**src/tpc_pkg.sv**
```systemverilog
// Constants and carrier types for the transmit payload conditioning block.
// Assumes one clock domain and register access over classic Wishbone.
package tpc_pkg;
	// ------------------------------------------------------------
	// Register indices; the byte address is four times the index.
	// ------------------------------------------------------------
	localparam logic [6:0] CTRL_BASE = 7'h01;
	localparam logic [6:0] DATA_TRUNK_CODE_BASE = 7'h21;
	localparam logic [6:0] STRK_BASE = 7'h41;
	localparam logic [6:0] GCFG_IDX = 7'h60;
	localparam logic [6:0] PCFG_IDX = 7'h61;
	localparam logic [6:0] STAT_IDX = 7'h62;
	localparam int NUM_CH = 24;
	localparam logic [4:0] LAST_CH = 5'h17;
	localparam int FIFO_DEPTH = 4;
	localparam logic [7:0] RST_BYTE = 8'h00;
	localparam logic [6:0] RST_STRK = 7'h00;
	// ------------------------------------------------------------
	// Field positions.
	// ------------------------------------------------------------
	localparam int CC_SUB_LSB = 5;
	localparam int CC_INVERT_MSB_SEL = 4;
	localparam int CC_INVERT_ODD_SEL = 3;
	localparam int CC_INVERT_EVEN_SEL = 2;
	localparam int CC_G56 = 1;
	localparam int CC_GAP = 0;
	localparam int ST_TEST = 6;
	localparam int ST_INS = 5;
	localparam int ST_TRK = 4;
	localparam int GC_CCE = 3;
	localparam int GC_MST = 4;
	localparam int GC_GTRK = 6;
	localparam int PC_DIR = 1;
	localparam int PC_MODE_LSB = 2;
	// ------------------------------------------------------------
	// Codes and masks.
	// ------------------------------------------------------------
	localparam logic [2:0] SUB_NONE = 3'h0;
	localparam logic [2:0] SUB_TRUNK = 3'h1;
	localparam logic [2:0] SUB_ALAW = 3'h2;
	localparam logic [2:0] SUB_MULAW = 3'h3;
	localparam logic [2:0] SUB_LOOP = 3'h4;
	localparam logic [1:0] PM_8BIT = 2'h1;
	localparam logic [1:0] PM_7BIT = 2'h2;
	localparam logic [7:0] INV_MSB = 8'h80;
	localparam logic [7:0] INV_ODD = 8'h2A;
	localparam logic [7:0] INV_EVEN = 8'h55;
	localparam logic [7:0] GAP_NONE = 8'hFF;
	localparam logic [7:0] GAP_LSB = 8'hFE;
	localparam logic [7:0] GAP_ALL = 8'h00;
	localparam logic [7:0] MASK_7MSB = 8'hFE;
	// ------------------------------------------------------------
	// One channel octet as it travels through the buffer.
	// ------------------------------------------------------------
	typedef struct packed {
		logic [4:0] chan;
		logic [7:0] data;
		logic [3:0] sig;
	} tpc_item_t;
endpackage : tpc_pkg
```
**src/tpc_core.sv**
```systemverilog
// Transmit payload conditioning: buffer, per-channel registers, datapath.
// Assumes inputs synchronous to clk_i and a classic Wishbone master.

// ------------------------------------------------------------
// Parameterised buffer.
// ------------------------------------------------------------
module tpc_fifo #(
	parameter int W = 17,
	parameter int D = 4
) (
	// Clock and control.
	input wire logic clk_i,
	input wire logic rst_i,
	input wire logic ce_i,
	// Fill side.
	input wire logic in_valid_i,
	input wire logic [W-1:0] in_data_i,
	output logic in_ready_o,
	// Drain side.
	output logic out_valid_o,
	output logic [W-1:0] out_data_o,
	input wire logic out_ready_i
);
	localparam int AW = (D > 1) ? $clog2(D) : 1;
	localparam logic [AW:0] FULL = (AW + 1)'(D);
	localparam logic [AW-1:0] TOP = AW'(D - 1);
	typedef struct packed {
		logic [D-1:0][W-1:0] mem;
		logic [AW:0] cnt;
		logic [AW-1:0] wp;
		logic [AW-1:0] rp;
	} tpc_fifo_st_t;
	tpc_fifo_st_t s_r, s_nxt;
	logic push, pop;

	// Honest flags; the drain side may stall so the buffer really fills.
	assign in_ready_o = s_r.cnt != FULL;
	assign out_valid_o = s_r.cnt != '0;
	assign out_data_o = s_r.mem[s_r.rp];
	assign push = in_valid_i & in_ready_o;
	assign pop = out_valid_o & out_ready_i;

	// Pointer and count update.
	always_comb begin
		s_nxt = s_r;
		if (push) begin
			s_nxt.mem[s_r.wp] = in_data_i;
			s_nxt.wp = (s_r.wp == TOP) ? '0 : s_r.wp + 1'b1;
		end
		if (pop) begin
			s_nxt.rp = (s_r.rp == TOP) ? '0 : s_r.rp + 1'b1;
		end
		if (push && !pop) begin
			s_nxt.cnt = s_r.cnt + 1'b1;
		end else if (pop && !push) begin
			s_nxt.cnt = s_r.cnt - 1'b1;
		end
	end

	// State register.
	always_ff @(posedge clk_i) begin
		if (rst_i) begin
			s_r <= '0;
		end else if (ce_i) begin
			s_r <= s_nxt;
		end
	end
endmodule : tpc_fifo

// ------------------------------------------------------------
// Top level.
// ------------------------------------------------------------
module tpc_core
	import tpc_pkg::*;
(
	// Clock, reset, enable.
	input wire logic clk_i,
	input wire logic rst_i,
	input wire logic ce_i,
	// Wishbone slave.
	input wire logic wb_cyc_i,
	input wire logic wb_stb_i,
	input wire logic wb_we_i,
	input wire logic [8:0] wb_adr_i,
	input wire logic [3:0] wb_sel_i,
	input wire logic [31:0] wb_dat_i,
	output logic [31:0] wb_dat_o,
	output logic wb_ack_o,
	// Backplane channel stream in.
	input wire logic in_valid_i,
	input wire tpc_item_t in_item_i,
	output logic in_ready_o,
	// Side sources for substitution.
	input wire logic [7:0] alaw_mw_i,
	input wire logic [7:0] mulaw_mw_i,
	input wire logic [7:0] loop_data_i,
	// Pattern generator and detector.
	input wire logic [7:0] pat_gen_i,
	output logic pat_take_o,
	output logic [7:0] pat_det_o,
	output logic pat_det_valid_o,
	output logic pat_det_7bit_o,
	// Line-side stream out.
	output logic out_valid_o,
	output logic [7:0] out_data_o,
	output logic [3:0] out_sig_o,
	output logic out_sig_ins_o,
	output logic [7:0] out_clk_mask_o,
	input wire logic out_ready_i
);
	typedef struct packed {
		logic [NUM_CH-1:0][7:0] ctrl;
		logic [NUM_CH-1:0][7:0] data_trunk_code;
		logic [NUM_CH-1:0][6:0] strk;
		logic [7:0] gcfg;
		logic [7:0] pcfg;
		logic ack;
		logic [31:0] rdat;
		logic ov;
		logic [7:0] od;
		logic [3:0] os;
		logic oins;
		logic [7:0] ogap;
		logic [7:0] det;
		logic dv;
		logic d7;
		logic [4:0] last;
	} tpc_state_t;
	tpc_state_t s_r, s_nxt;
	tpc_item_t f_item;
	logic f_valid, f_ready, fire;

	// Maps a register index onto a channel within one range.
	function automatic logic [5:0] ch_hit(input logic [6:0] idx, input logic [6:0] base);
		logic [6:0] d;
		d = idx - base;
		ch_hit = {(idx >= base) && (d < 7'(NUM_CH)), d[4:0]};
	endfunction : ch_hit

	// ------------------------------------------------------------
	// Input buffer.
	// ------------------------------------------------------------
	tpc_fifo #(
		.W($bits(tpc_item_t)),
		.D(FIFO_DEPTH)
	) u_fifo (
		.clk_i(clk_i),
		.rst_i(rst_i),
		.ce_i(ce_i),
		.in_valid_i(in_valid_i),
		.in_data_i(in_item_i),
		.in_ready_o(in_ready_o),
		.out_valid_o(f_valid),
		.out_data_o(f_item),
		.out_ready_i(f_ready)
	);

	// The output slot frees when empty or taken this cycle.
	assign f_ready = !s_r.ov || out_ready_i;
	assign fire = f_valid && f_ready;

	// ------------------------------------------------------------
	// Conditioning datapath and register file.
	// ------------------------------------------------------------
	logic [6:0] idx;
	logic [5:0] hc, hd, hs;
	logic [7:0] cc, st, dat, mask;
	logic [2:0] sub;
	logic okch, test_on;
	always_comb begin
		s_nxt = s_r;
		idx = wb_adr_i[8:2];
		hc = ch_hit(idx, CTRL_BASE);
		hd = ch_hit(idx, DATA_TRUNK_CODE_BASE);
		hs = ch_hit(idx, STRK_BASE);
		okch = f_item.chan <= LAST_CH;
		cc = okch ? s_r.ctrl[f_item.chan] : RST_BYTE;
		st = okch ? {1'b0, s_r.strk[f_item.chan]} : RST_BYTE;
		sub = (s_r.gcfg[2:0] != SUB_NONE) ? s_r.gcfg[2:0] : cc[7:CC_SUB_LSB];
		dat = f_item.data;
		case (sub)
			SUB_TRUNK: dat = okch ? s_r.data_trunk_code[f_item.chan] : f_item.data;
			SUB_ALAW: dat = alaw_mw_i;
			SUB_MULAW: dat = mulaw_mw_i;
			SUB_LOOP: dat = loop_data_i;
			default: dat = f_item.data;
		endcase
		test_on = st[ST_TEST] && (s_r.pcfg[3:2] == PM_8BIT || s_r.pcfg[3:2] == PM_7BIT);
		if (test_on && !s_r.pcfg[PC_DIR]) begin
			// Generated pattern overwrites the channel, 7 MSB only in 7-bit mode.
			if (s_r.pcfg[3:2] == PM_7BIT) begin
				dat = (pat_gen_i & MASK_7MSB) | (dat & ~MASK_7MSB);
			end else begin
				dat = pat_gen_i;
			end
		end
		mask = (cc[CC_INVERT_MSB_SEL] ? INV_MSB : RST_BYTE)
			| (cc[CC_INVERT_ODD_SEL] ? INV_ODD : RST_BYTE)
			| (cc[CC_INVERT_EVEN_SEL] ? INV_EVEN : RST_BYTE);
		// Bus: ack one cycle after the strobe, dropped the cycle after.
		s_nxt.ack = wb_cyc_i && wb_stb_i && !s_r.ack;
		s_nxt.rdat = '0;
		if (wb_cyc_i && wb_stb_i && !s_r.ack) begin
			if (wb_we_i && wb_sel_i[0]) begin
				if (hc[5]) s_nxt.ctrl[hc[4:0]] = wb_dat_i[7:0];
				if (hd[5]) s_nxt.data_trunk_code[hd[4:0]] = wb_dat_i[7:0];
				if (hs[5]) s_nxt.strk[hs[4:0]] = wb_dat_i[6:0];
				if (idx == GCFG_IDX) s_nxt.gcfg = wb_dat_i[7:0];
				if (idx == PCFG_IDX) s_nxt.pcfg = wb_dat_i[7:0];
			end
			if (hc[5]) s_nxt.rdat[7:0] = s_r.ctrl[hc[4:0]];
			if (hd[5]) s_nxt.rdat[7:0] = s_r.data_trunk_code[hd[4:0]];
			if (hs[5]) s_nxt.rdat[6:0] = s_r.strk[hs[4:0]];
			if (idx == GCFG_IDX) s_nxt.rdat[7:0] = s_r.gcfg;
			if (idx == PCFG_IDX) s_nxt.rdat[7:0] = s_r.pcfg;
			if (idx == STAT_IDX) s_nxt.rdat[7:0] = {s_r.ov, f_valid, in_ready_o, s_r.last};
		end
		// Output slot.
		s_nxt.dv = 1'b0;
		if (s_r.ov && out_ready_i) s_nxt.ov = 1'b0;
		if (fire) begin
			s_nxt.ov = 1'b1;
			s_nxt.last = f_item.chan;
			s_nxt.od = dat ^ mask;
			s_nxt.oins = st[ST_INS];
			s_nxt.os = (st[ST_TRK] || s_r.gcfg[GC_GTRK]) ? st[3:0] : f_item.sig;
			s_nxt.ogap = GAP_NONE;
			if (s_r.gcfg[GC_MST] && s_r.gcfg[GC_CCE]) begin
				if (cc[CC_GAP]) s_nxt.ogap = GAP_ALL;
				else if (cc[CC_G56]) s_nxt.ogap = GAP_LSB;
			end
			if (test_on && s_r.pcfg[PC_DIR]) begin
				s_nxt.dv = 1'b1;
				s_nxt.d7 = s_r.pcfg[3:2] == PM_7BIT;
				s_nxt.det = (s_r.pcfg[3:2] == PM_7BIT) ? (f_item.data & MASK_7MSB) : f_item.data;
			end
		end
	end

	// Replacing channels draw consecutive pattern octets, one per slot.
	assign pat_take_o = ce_i && fire && test_on && !s_r.pcfg[PC_DIR];

	// State register; clock enable freezes everything.
	always_ff @(posedge clk_i) begin
		if (rst_i) begin
			s_r <= '0;
		end else if (ce_i) begin
			s_r <= s_nxt;
		end
	end

	assign wb_ack_o = s_r.ack;
	assign wb_dat_o = s_r.rdat;
	assign out_valid_o = s_r.ov;
	assign out_data_o = s_r.od;
	assign out_sig_o = s_r.os;
	assign out_sig_ins_o = s_r.oins;
	assign out_clk_mask_o = s_r.ogap;
	assign pat_det_o = s_r.det;
	assign pat_det_valid_o = s_r.dv;
	assign pat_det_7bit_o = s_r.d7;
endmodule : tpc_core

```
**config.mk**
```make
export PLATFORM = sky130hd
export DESIGN_NAME = tpc_core
export DESIGN_NICKNAME = d
export VERILOG_FILES = /design/src/tpc_pkg.sv /design/src/tpc_core.sv
export SDC_FILE = /design/constraint.sdc
export NUM_CORES = 2
export LEC_CHECK = 0
export ABC_AREA = 1
export BUFFER_PORTS_ARGS = -buffer_cell sky130_fd_sc_hd__buf_4
export CORE_ASPECT_RATIO = 0.8
export CORE_MARGIN = 2
export CORE_UTILIZATION = 60
export CTS_CLUSTER_SIZE = 25
export DETAILED_ROUTE_END_ITERATION = 8
export PLACE_DENSITY = 0.78
export SLEW_MARGIN = 30
export SYNTH_ARGS = -nofsm -noshare
export SYNTH_HDL_FRONTEND = slang
export SYNTH_SLANG_ARGS = --single-unit
```
**constraint.sdc**
```tcl
create_clock -name clk_i -period 3.75 [get_ports clk_i]
set_input_delay 0.375 -clock clk_i [delete_from_list [all_inputs] [get_ports clk_i]]
set_output_delay 0.375 -clock clk_i [all_outputs]
set_load 0.01 [all_outputs]
```
Yosys cells after proc, flatten, opt, wreduce, memory -nomap -nowiden --
Cells that the tools add are included.
Storage, ports and cells: register bits after elaboration 689, input bits 102, output and inout port bits 67, logic and storage cells 233
Cells by class: $add $sub $neg 7, $lt $le $gt $ge 17, equal/unequal tests 12, mux-type cells 55, bitwise gates (word level) 6, reduce and logical (&&, ||, !) cells 44
Operators with widths (number):
- 192-bit bitwise mux | 2
- 168-bit bitwise mux | 1
- 8-bit binary-select mux with 5-bit select | 4
- 8-bit 2-to-1 mux | 19
- 8-bit demux with 5-bit select | 2
- 7-bit binary-select mux with 5-bit select | 2
- 68-bit bitwise mux | 1
- 7-bit 2-to-1 mux | 6
- 37-bit 2-to-1 mux | 1
- 7-bit demux with 5-bit select | 1
- 17-bit binary-select mux with 2-bit select | 1
- 17-bit demux with 2-bit select | 1
- 17-bit 2-to-1 mux | 2
- 8-bit one-hot mux with 4 select lines | 1
- 5-bit by 6-bit < comparator with 1-bit output (second input constant) | 4
- 7-bit equality test (second input constant) | 3
- 1-bit logical AND | 21
- 7-bit by 5-bit < comparator with 1-bit output (second input constant) | 3
- 4-bit AND reduction | 5
- 5-bit by 1-bit greater-or-equal comparator with 1-bit output (second input constant) | 3
- 10-bit 2-to-1 mux | 1
- 2-bit AND reduction | 5
- 3-bit 2-to-1 mux | 3
- 8-bit by 1-bit bitwise OR with 8-bit output | 1
- 31 further kinds | 48

Longest topological paths before layout --
word-level depth 13, mapped depth 25, mapped depth without buffers 24

By module --
A second synthesis with hierarchy kept.
Unflattened totals: cell total of the unflattened synthesis 5731, area, all modules 37309.5 um^2
By module, submodules not included:
- tpc_core | instances 1, cells each 5144, area an instance 33507.1 um^2, sequential area each 12171.7 um^2
- tpc_fifo | instances 1, cells each 587, area an instance 3802.4 um^2, sequential area each 1501.4 um^2

Worst setup path before layout --
Ideal clock, no wire load.
path type input to register, start in wb_adr_i[2], end reg s_r[285] in the netlist's numbering, library setup time 119 ps, arrival time 3344 ps, path slack 286 ps, stages 18, path buffers 4, cells stage by stage inv_2 clkbuf_1 clkbuf_1 clkbuf_1 ha_1 nand2_1 nor2_2 xor2_2 nor2_1 inv_1 nand3_1 nor2_1 inv_2 buf_2 nor2_1 inv_2 o21ai_0 a21oi_1
Between the ends: cells in the longest elaborated chain, start to end 6, elaborated cells on any way between the ends 11, classes of those cells 1 x add/sub; 4 x order compare; 3 x mux; 3 x reduce/logical
RTL lines:
- from (decl) | line tpc_core.sv:84 | input wire logic [8:0] wb_adr_i,
- 7-bit by 6-bit subtractor with 7-bit output | line tpc_core.sv:136 | d = idx - base;
- 5-bit by 6-bit < comparator with 1-bit output (implied by the code) or 5-bit by 1-bit greater-or-equal comparator with 1-bit output (tied branches) | line tpc_core.sv:206 | if (hd[5]) s_nxt.data_trunk_code[hd[4:0]] = wb_dat_i[7:0];
- 1-bit logical AND (implied by the code) | line tpc_core.sv:206
- 8-bit 2-to-1 mux (implied by the code) | line tpc_core.sv:206
- 8-bit demux with 5-bit select | line tpc_core.sv:206
- 192-bit bitwise mux | line tpc_core.sv:206
- to (signal assigned) | line tpc_core.sv:248 | s_r <= s_nxt;
- to (decl) | line tpc_core.sv:129 | tpc_state_t s_r, s_nxt;
Several ways; a longest one is shown, not always the timed one. A chain may end at the register's enable or synchronous reset.

Worst setup path after layout --
start reg u_fifo.s_r[0] in the netlist's numbering, end out pat_take_o
Between the ends: cells in the longest elaborated chain, start to end 8, elaborated cells on any way between the ends 9, classes of those cells 1 x order compare; 5 x mux; 3 x reduce/logical
RTL lines:
- from (decl) | line tpc_core.sv:33 | tpc_fifo_st_t s_r, s_nxt;
- from (signal assigned) | line tpc_core.sv:65 | s_r <= s_nxt;
- 17-bit binary-select mux with 2-bit select (*) | line tpc_core.sv:39 | assign out_data_o = s_r.mem[s_r.rp];
- 17-bit 2-to-1 mux (implied by the code) (*) | line tpc_core.sv:39
- 7-bit binary-select mux with 5-bit select | line tpc_core.sv:178 | st = okch ? {1'b0, s_r.strk[f_item.chan]} : RST_BYTE;
- 7-bit 2-to-1 mux (implied by the code) | line tpc_core.sv:178
- 7-bit 2-to-1 mux (*) | line tpc_core.sv:178
- 1-bit logical AND (*) | line tpc_core.sv:188 | test_on = st[ST_TEST] && (s_r.pcfg[3:2] == PM_8BIT || s_r.pcfg[3:2] == PM_7BIT);
- 1-bit logical AND (*) (2 in a row) | line tpc_core.sv:241 | assign pat_take_o = ce_i && fire && test_on && !s_r.pcfg[PC_DIR];
- to (decl) | line tpc_core.sv:99 | output logic pat_take_o,
Mark *: on every way between the ends. The rest lies on a longest branch, timed or not. The select of a mux whose other input is x is not followed.

==> impl_metrics.tcl <==
set metrics [dict create \
    slew_headroom 0.260 \
    seqCellArea_um2 13700 \
    first_global_vias 33869 \
    grt_max_degree 179 \
    final_hold_viol_count 0 \
    p_int_w 0.0148 \
    cts_hold_buf 0 \
    yosysWarnings 0 \
    htreeDepth 3 \
    drt_wl_total_um 134000 \
    path_cells "inv_2 -> buf_8 -> nand2_1 -> nand3_1 -> nand2_4 -> clkinv_2 -> buf_6 -> o211ai_1 -> nand3_2 -> a21o_1 -> nor2_4 -> inv_2 -> nor2_1 -> buf_4" \
    grt_antenna_before_repair 2 \
    critical_path_class "reg2out" \
    power_density_nw_per_um2 622 \
    drt_iter0_markers 6214 \
    seqPwrFrac 0.300 \
    wl_per_cell_um 21.3 \
    syn-cell-area_um2 36500 \
    synthCells 5573 \
    final_nets 5564 \
    cp.required_ns 3.38 \
    drive_gt1_frac 0.0831 \
    clock_sinks 683 \
    grt_pass1_wl_um 200000 \
    post-route-period-util 0.984 \
    worstPathArrival_ns 3.32 \
    max-clock-path-buffers 3 \
    via_per_inst 6.30 \
    critPathSlowestCell "dfxtp_2" \
    finalCriticalPeriod_ns 3.69 \
    worstSkewPairLatency_ns 0.64 \
    cp_max_fo 23 \
    numCtsBuffers 72 \
    drv_slew 0 \
    cts_tree "done" \
    cpMostUsedCell "inv_2" \
    p_clk_frac 0.300 \
    multi_input_area_um2 18900 \
    die_area_um2 62800 \
    hold_depth 3 \
    fp-row-count 80 \
    power_leakage_nw 15.4 \
    power.switching_w 0.0103 \
    drc 0 \
    outcome "completed" \
    syn_avg_cell_area_um2 6.55 \
    dr.pass1.iters 9 \
    clkSlewWorstSetupHoldPaths_ns 0.06 \
    die_x_um 280 \
    post-dp-hpwl_um 84500 \
    setup_viol 0 \
    worst_r2r_path_depth 26 \
    finClkSkew_ns 0.0171 \
    ir_drop_v 0.000593 \
    r2r-start "u_fifo.s_r[0]" \
    root_buffer "clkbuf_16" \
    rr_endpoint "out_data_o[7]" \
    port_buffers 115 \
    coreArea_um2 59900 \
    initial_core_util 0.609 \
    area_growth_pct 10.4 \
    pin_count 169 \
    crit_path_end_kind "primary output" \
    min-delay-start "in_item_i[14]" \
    dr_total_vias 39584 \
    hold_end "u_fifo.s_r[38]" \
    place_congestion 1.01 \
    track_usage 0.406 \
    worst_slew_pin_slew_ns 1.11 \
    ys_ff_latch 683 \
    die_height_um 225 \
    hold_path.class "in2reg" \
    critPathMaxStageDelay_ns 0.36 \
    grt-ovfl-total 0 \
    power_w 0.0251 \
    fmax_mhz 271 \
    num-fill-cells 5305 \
    ys_seq_area_frac 0.375 \
    ant_nets 0 \
    final_util 0.673 \
    start_kind "register" \
    combPwrFrac 0.400 \
    max_cap_viol_count 0 \
    swShare 0.409 \
    r2r_setup_slack_ns 0.17 \
    synth_cell_type_count 45 \
]
## worst max-delay path: cells and delay by family (launching register included)
kind | cells | cell delay (ns)
buf+inv | 6 | 1.14
simple gates | 6 | 0.77
compound gates | 2 | 0.39
flops | 1 | 0.36
## worst max path at each step
stage,slack [ns],cells after the start,startpoint,endpoint
after CTS,0.002,17,u_fifo.s_r[0],pat_take_o
final,0.06,14,u_fifo.s_r[0],pat_take_o
after global placement,0.20,17,wb_adr_i[3],wb_dat_o[7]
after floorplan,0.29,18,wb_adr_i[2],s_r[285]
after detailed placement,0.14,15,wb_adr_i[3],wb_dat_o[7]
after global routing,-0.03,15,u_fifo.s_r[0],pat_take_o
## state kept, by name (all words and copies together), names as in the netlist
register / cells
out_sig_ins_o: 1
s_r: 573
out_valid_o: 1
pat_det_valid_o: 1
wb_dat_o: 8
wb_ack_o: 1
u_fifo.s_r: 75
pat_det_o: 8
out_sig_o: 4
pat_det_7bit_o: 1
out_clk_mask_o: 2
out_data_o: 8
## Yosys cell counts (all sizes together)
cell     instances  area share
a31oi            2     0.00034
o21a             1     0.00021
clkinv           2     0.00021
ha              14      0.0048
conb             1     0.00010
a21o             1     0.00021
nor3             8      0.0014
nand4           20      0.0034
clkbuf         306       0.031
a22oi           62       0.013
fa               1     0.00055
o311ai           6      0.0014
buf            189       0.034
o21ai         1063        0.15
o22ai           31      0.0053
o2111ai          6      0.0014
a211oi           1     0.00021
nand2          570       0.059
o221ai          25      0.0060
nand3          329       0.046
xor2             5      0.0014
a32oi            4      0.0015
a32o             9      0.0025
o211ai          75       0.015
nor2           951       0.098
inv            448       0.046
a21oi          758        0.10
xnor2            2     0.00048
dfxtp          683        0.37
## power by group through the flow
stage / clock network (W) / logic (W) / registers [W]
2_1_floorplan: 0 / 0.00605 / 0.00764
3_3_place_gp: 0 / 0.00870 / 0.00766
3_5_place_dp: 0 / 0.00881 / 0.00766
4_1_cts: 0.00750 / 0.00897 / 0.00751
5_1_grt: 0.00781 / 0.0105 / 0.00753
6_report: 0.00752 / 0.0100 / 0.00751
## cells in the final DEF (no fill, tap or decap), types with 12 or more instances in the layout
cell type	Yosys	final
ha_1	14	13
o22ai_1	31	31
clkbuf_1	306	12
nand2_1	562	559
inv_2	33	29
nand3_1	325	319
buf_12	0	24
o221ai_1	25	25
o211ai_1	75	75
clkbuf_8	0	13
buf_4	87	228
o21ai_0	1031	1031
a22oi_1	62	62
o21ai_1	30	30
a21oi_1	758	758
inv_1	414	413
nand4_1	20	20
conb_1	1	24
clkbuf_16	0	77
nor2_1	947	946
dfxtp_1	683	681
## repair_timing
action,4_1_cts,5_1_grt
endpoints found under the hold margin,0,0
gates cloned,2,7
pin swaps,1,9
resized for setup,19,27
buffers inserted,1,21
endpoints found under the setup margin,1,9
## cells by family after synthesis
kind of cell,after synthesis,synth area share
AOI/OAI and AO/OA,2044,0.297
xor gates and xnor gates,7,0.00189
adders and majority gates,15,0.00535
buffers and inverters,945,0.112
DFF,683,0.375
other,1,0.000103
and+or+nand+nor,1878,0.209
## stage by stage
stage	instance area (um^2)	setup WS (ns)	hold slack (ns)	TNS (ns)	instances
finish	40300	0.0588	0.0469	0	6279
global route	40300	-0.0305	0.0450	-0.0391	6277
CTS	39900	0.00247	0.0335	0	6250
detailed placement	37300	0.138	0.442	0	6122
global placement	37300	0.200	0.434	0	6122
floorplan	36600	0.286	0.424	0	5596
## layout make-up
type | count | share of cell area
Antenna cell | 2 | 0.000124
Clock buffer | 97 | 0.0503
Clock inverter | 28 | 0.0100
Inverter | 450 | 0.0431
Multi-Input combinational cell | 3971 | 0.470
Sequential cell | 683 | 0.340
Tap cell | 779 | 0.0242
Timing Repair Buffer | 268 | 0.0620
Timing Repair inverter | 1 | 0.000217
## metal layers
| metal | GRT usage | wire length, um | vias to the layer above |
|---|---|---|---|
| met1 | 0.579 | 53600 | 17953 |
| li1 | - | - | 18381 |
| met3 | 0.122 | 20100 | 442 |
| met4 | 0.167 | 6280 | 4 |
| met2 | 0.568 | 54000 | 2804 |
| met5 | 0 | 27 | - |
No activity file was read; power rests on OpenSTA's default activity.
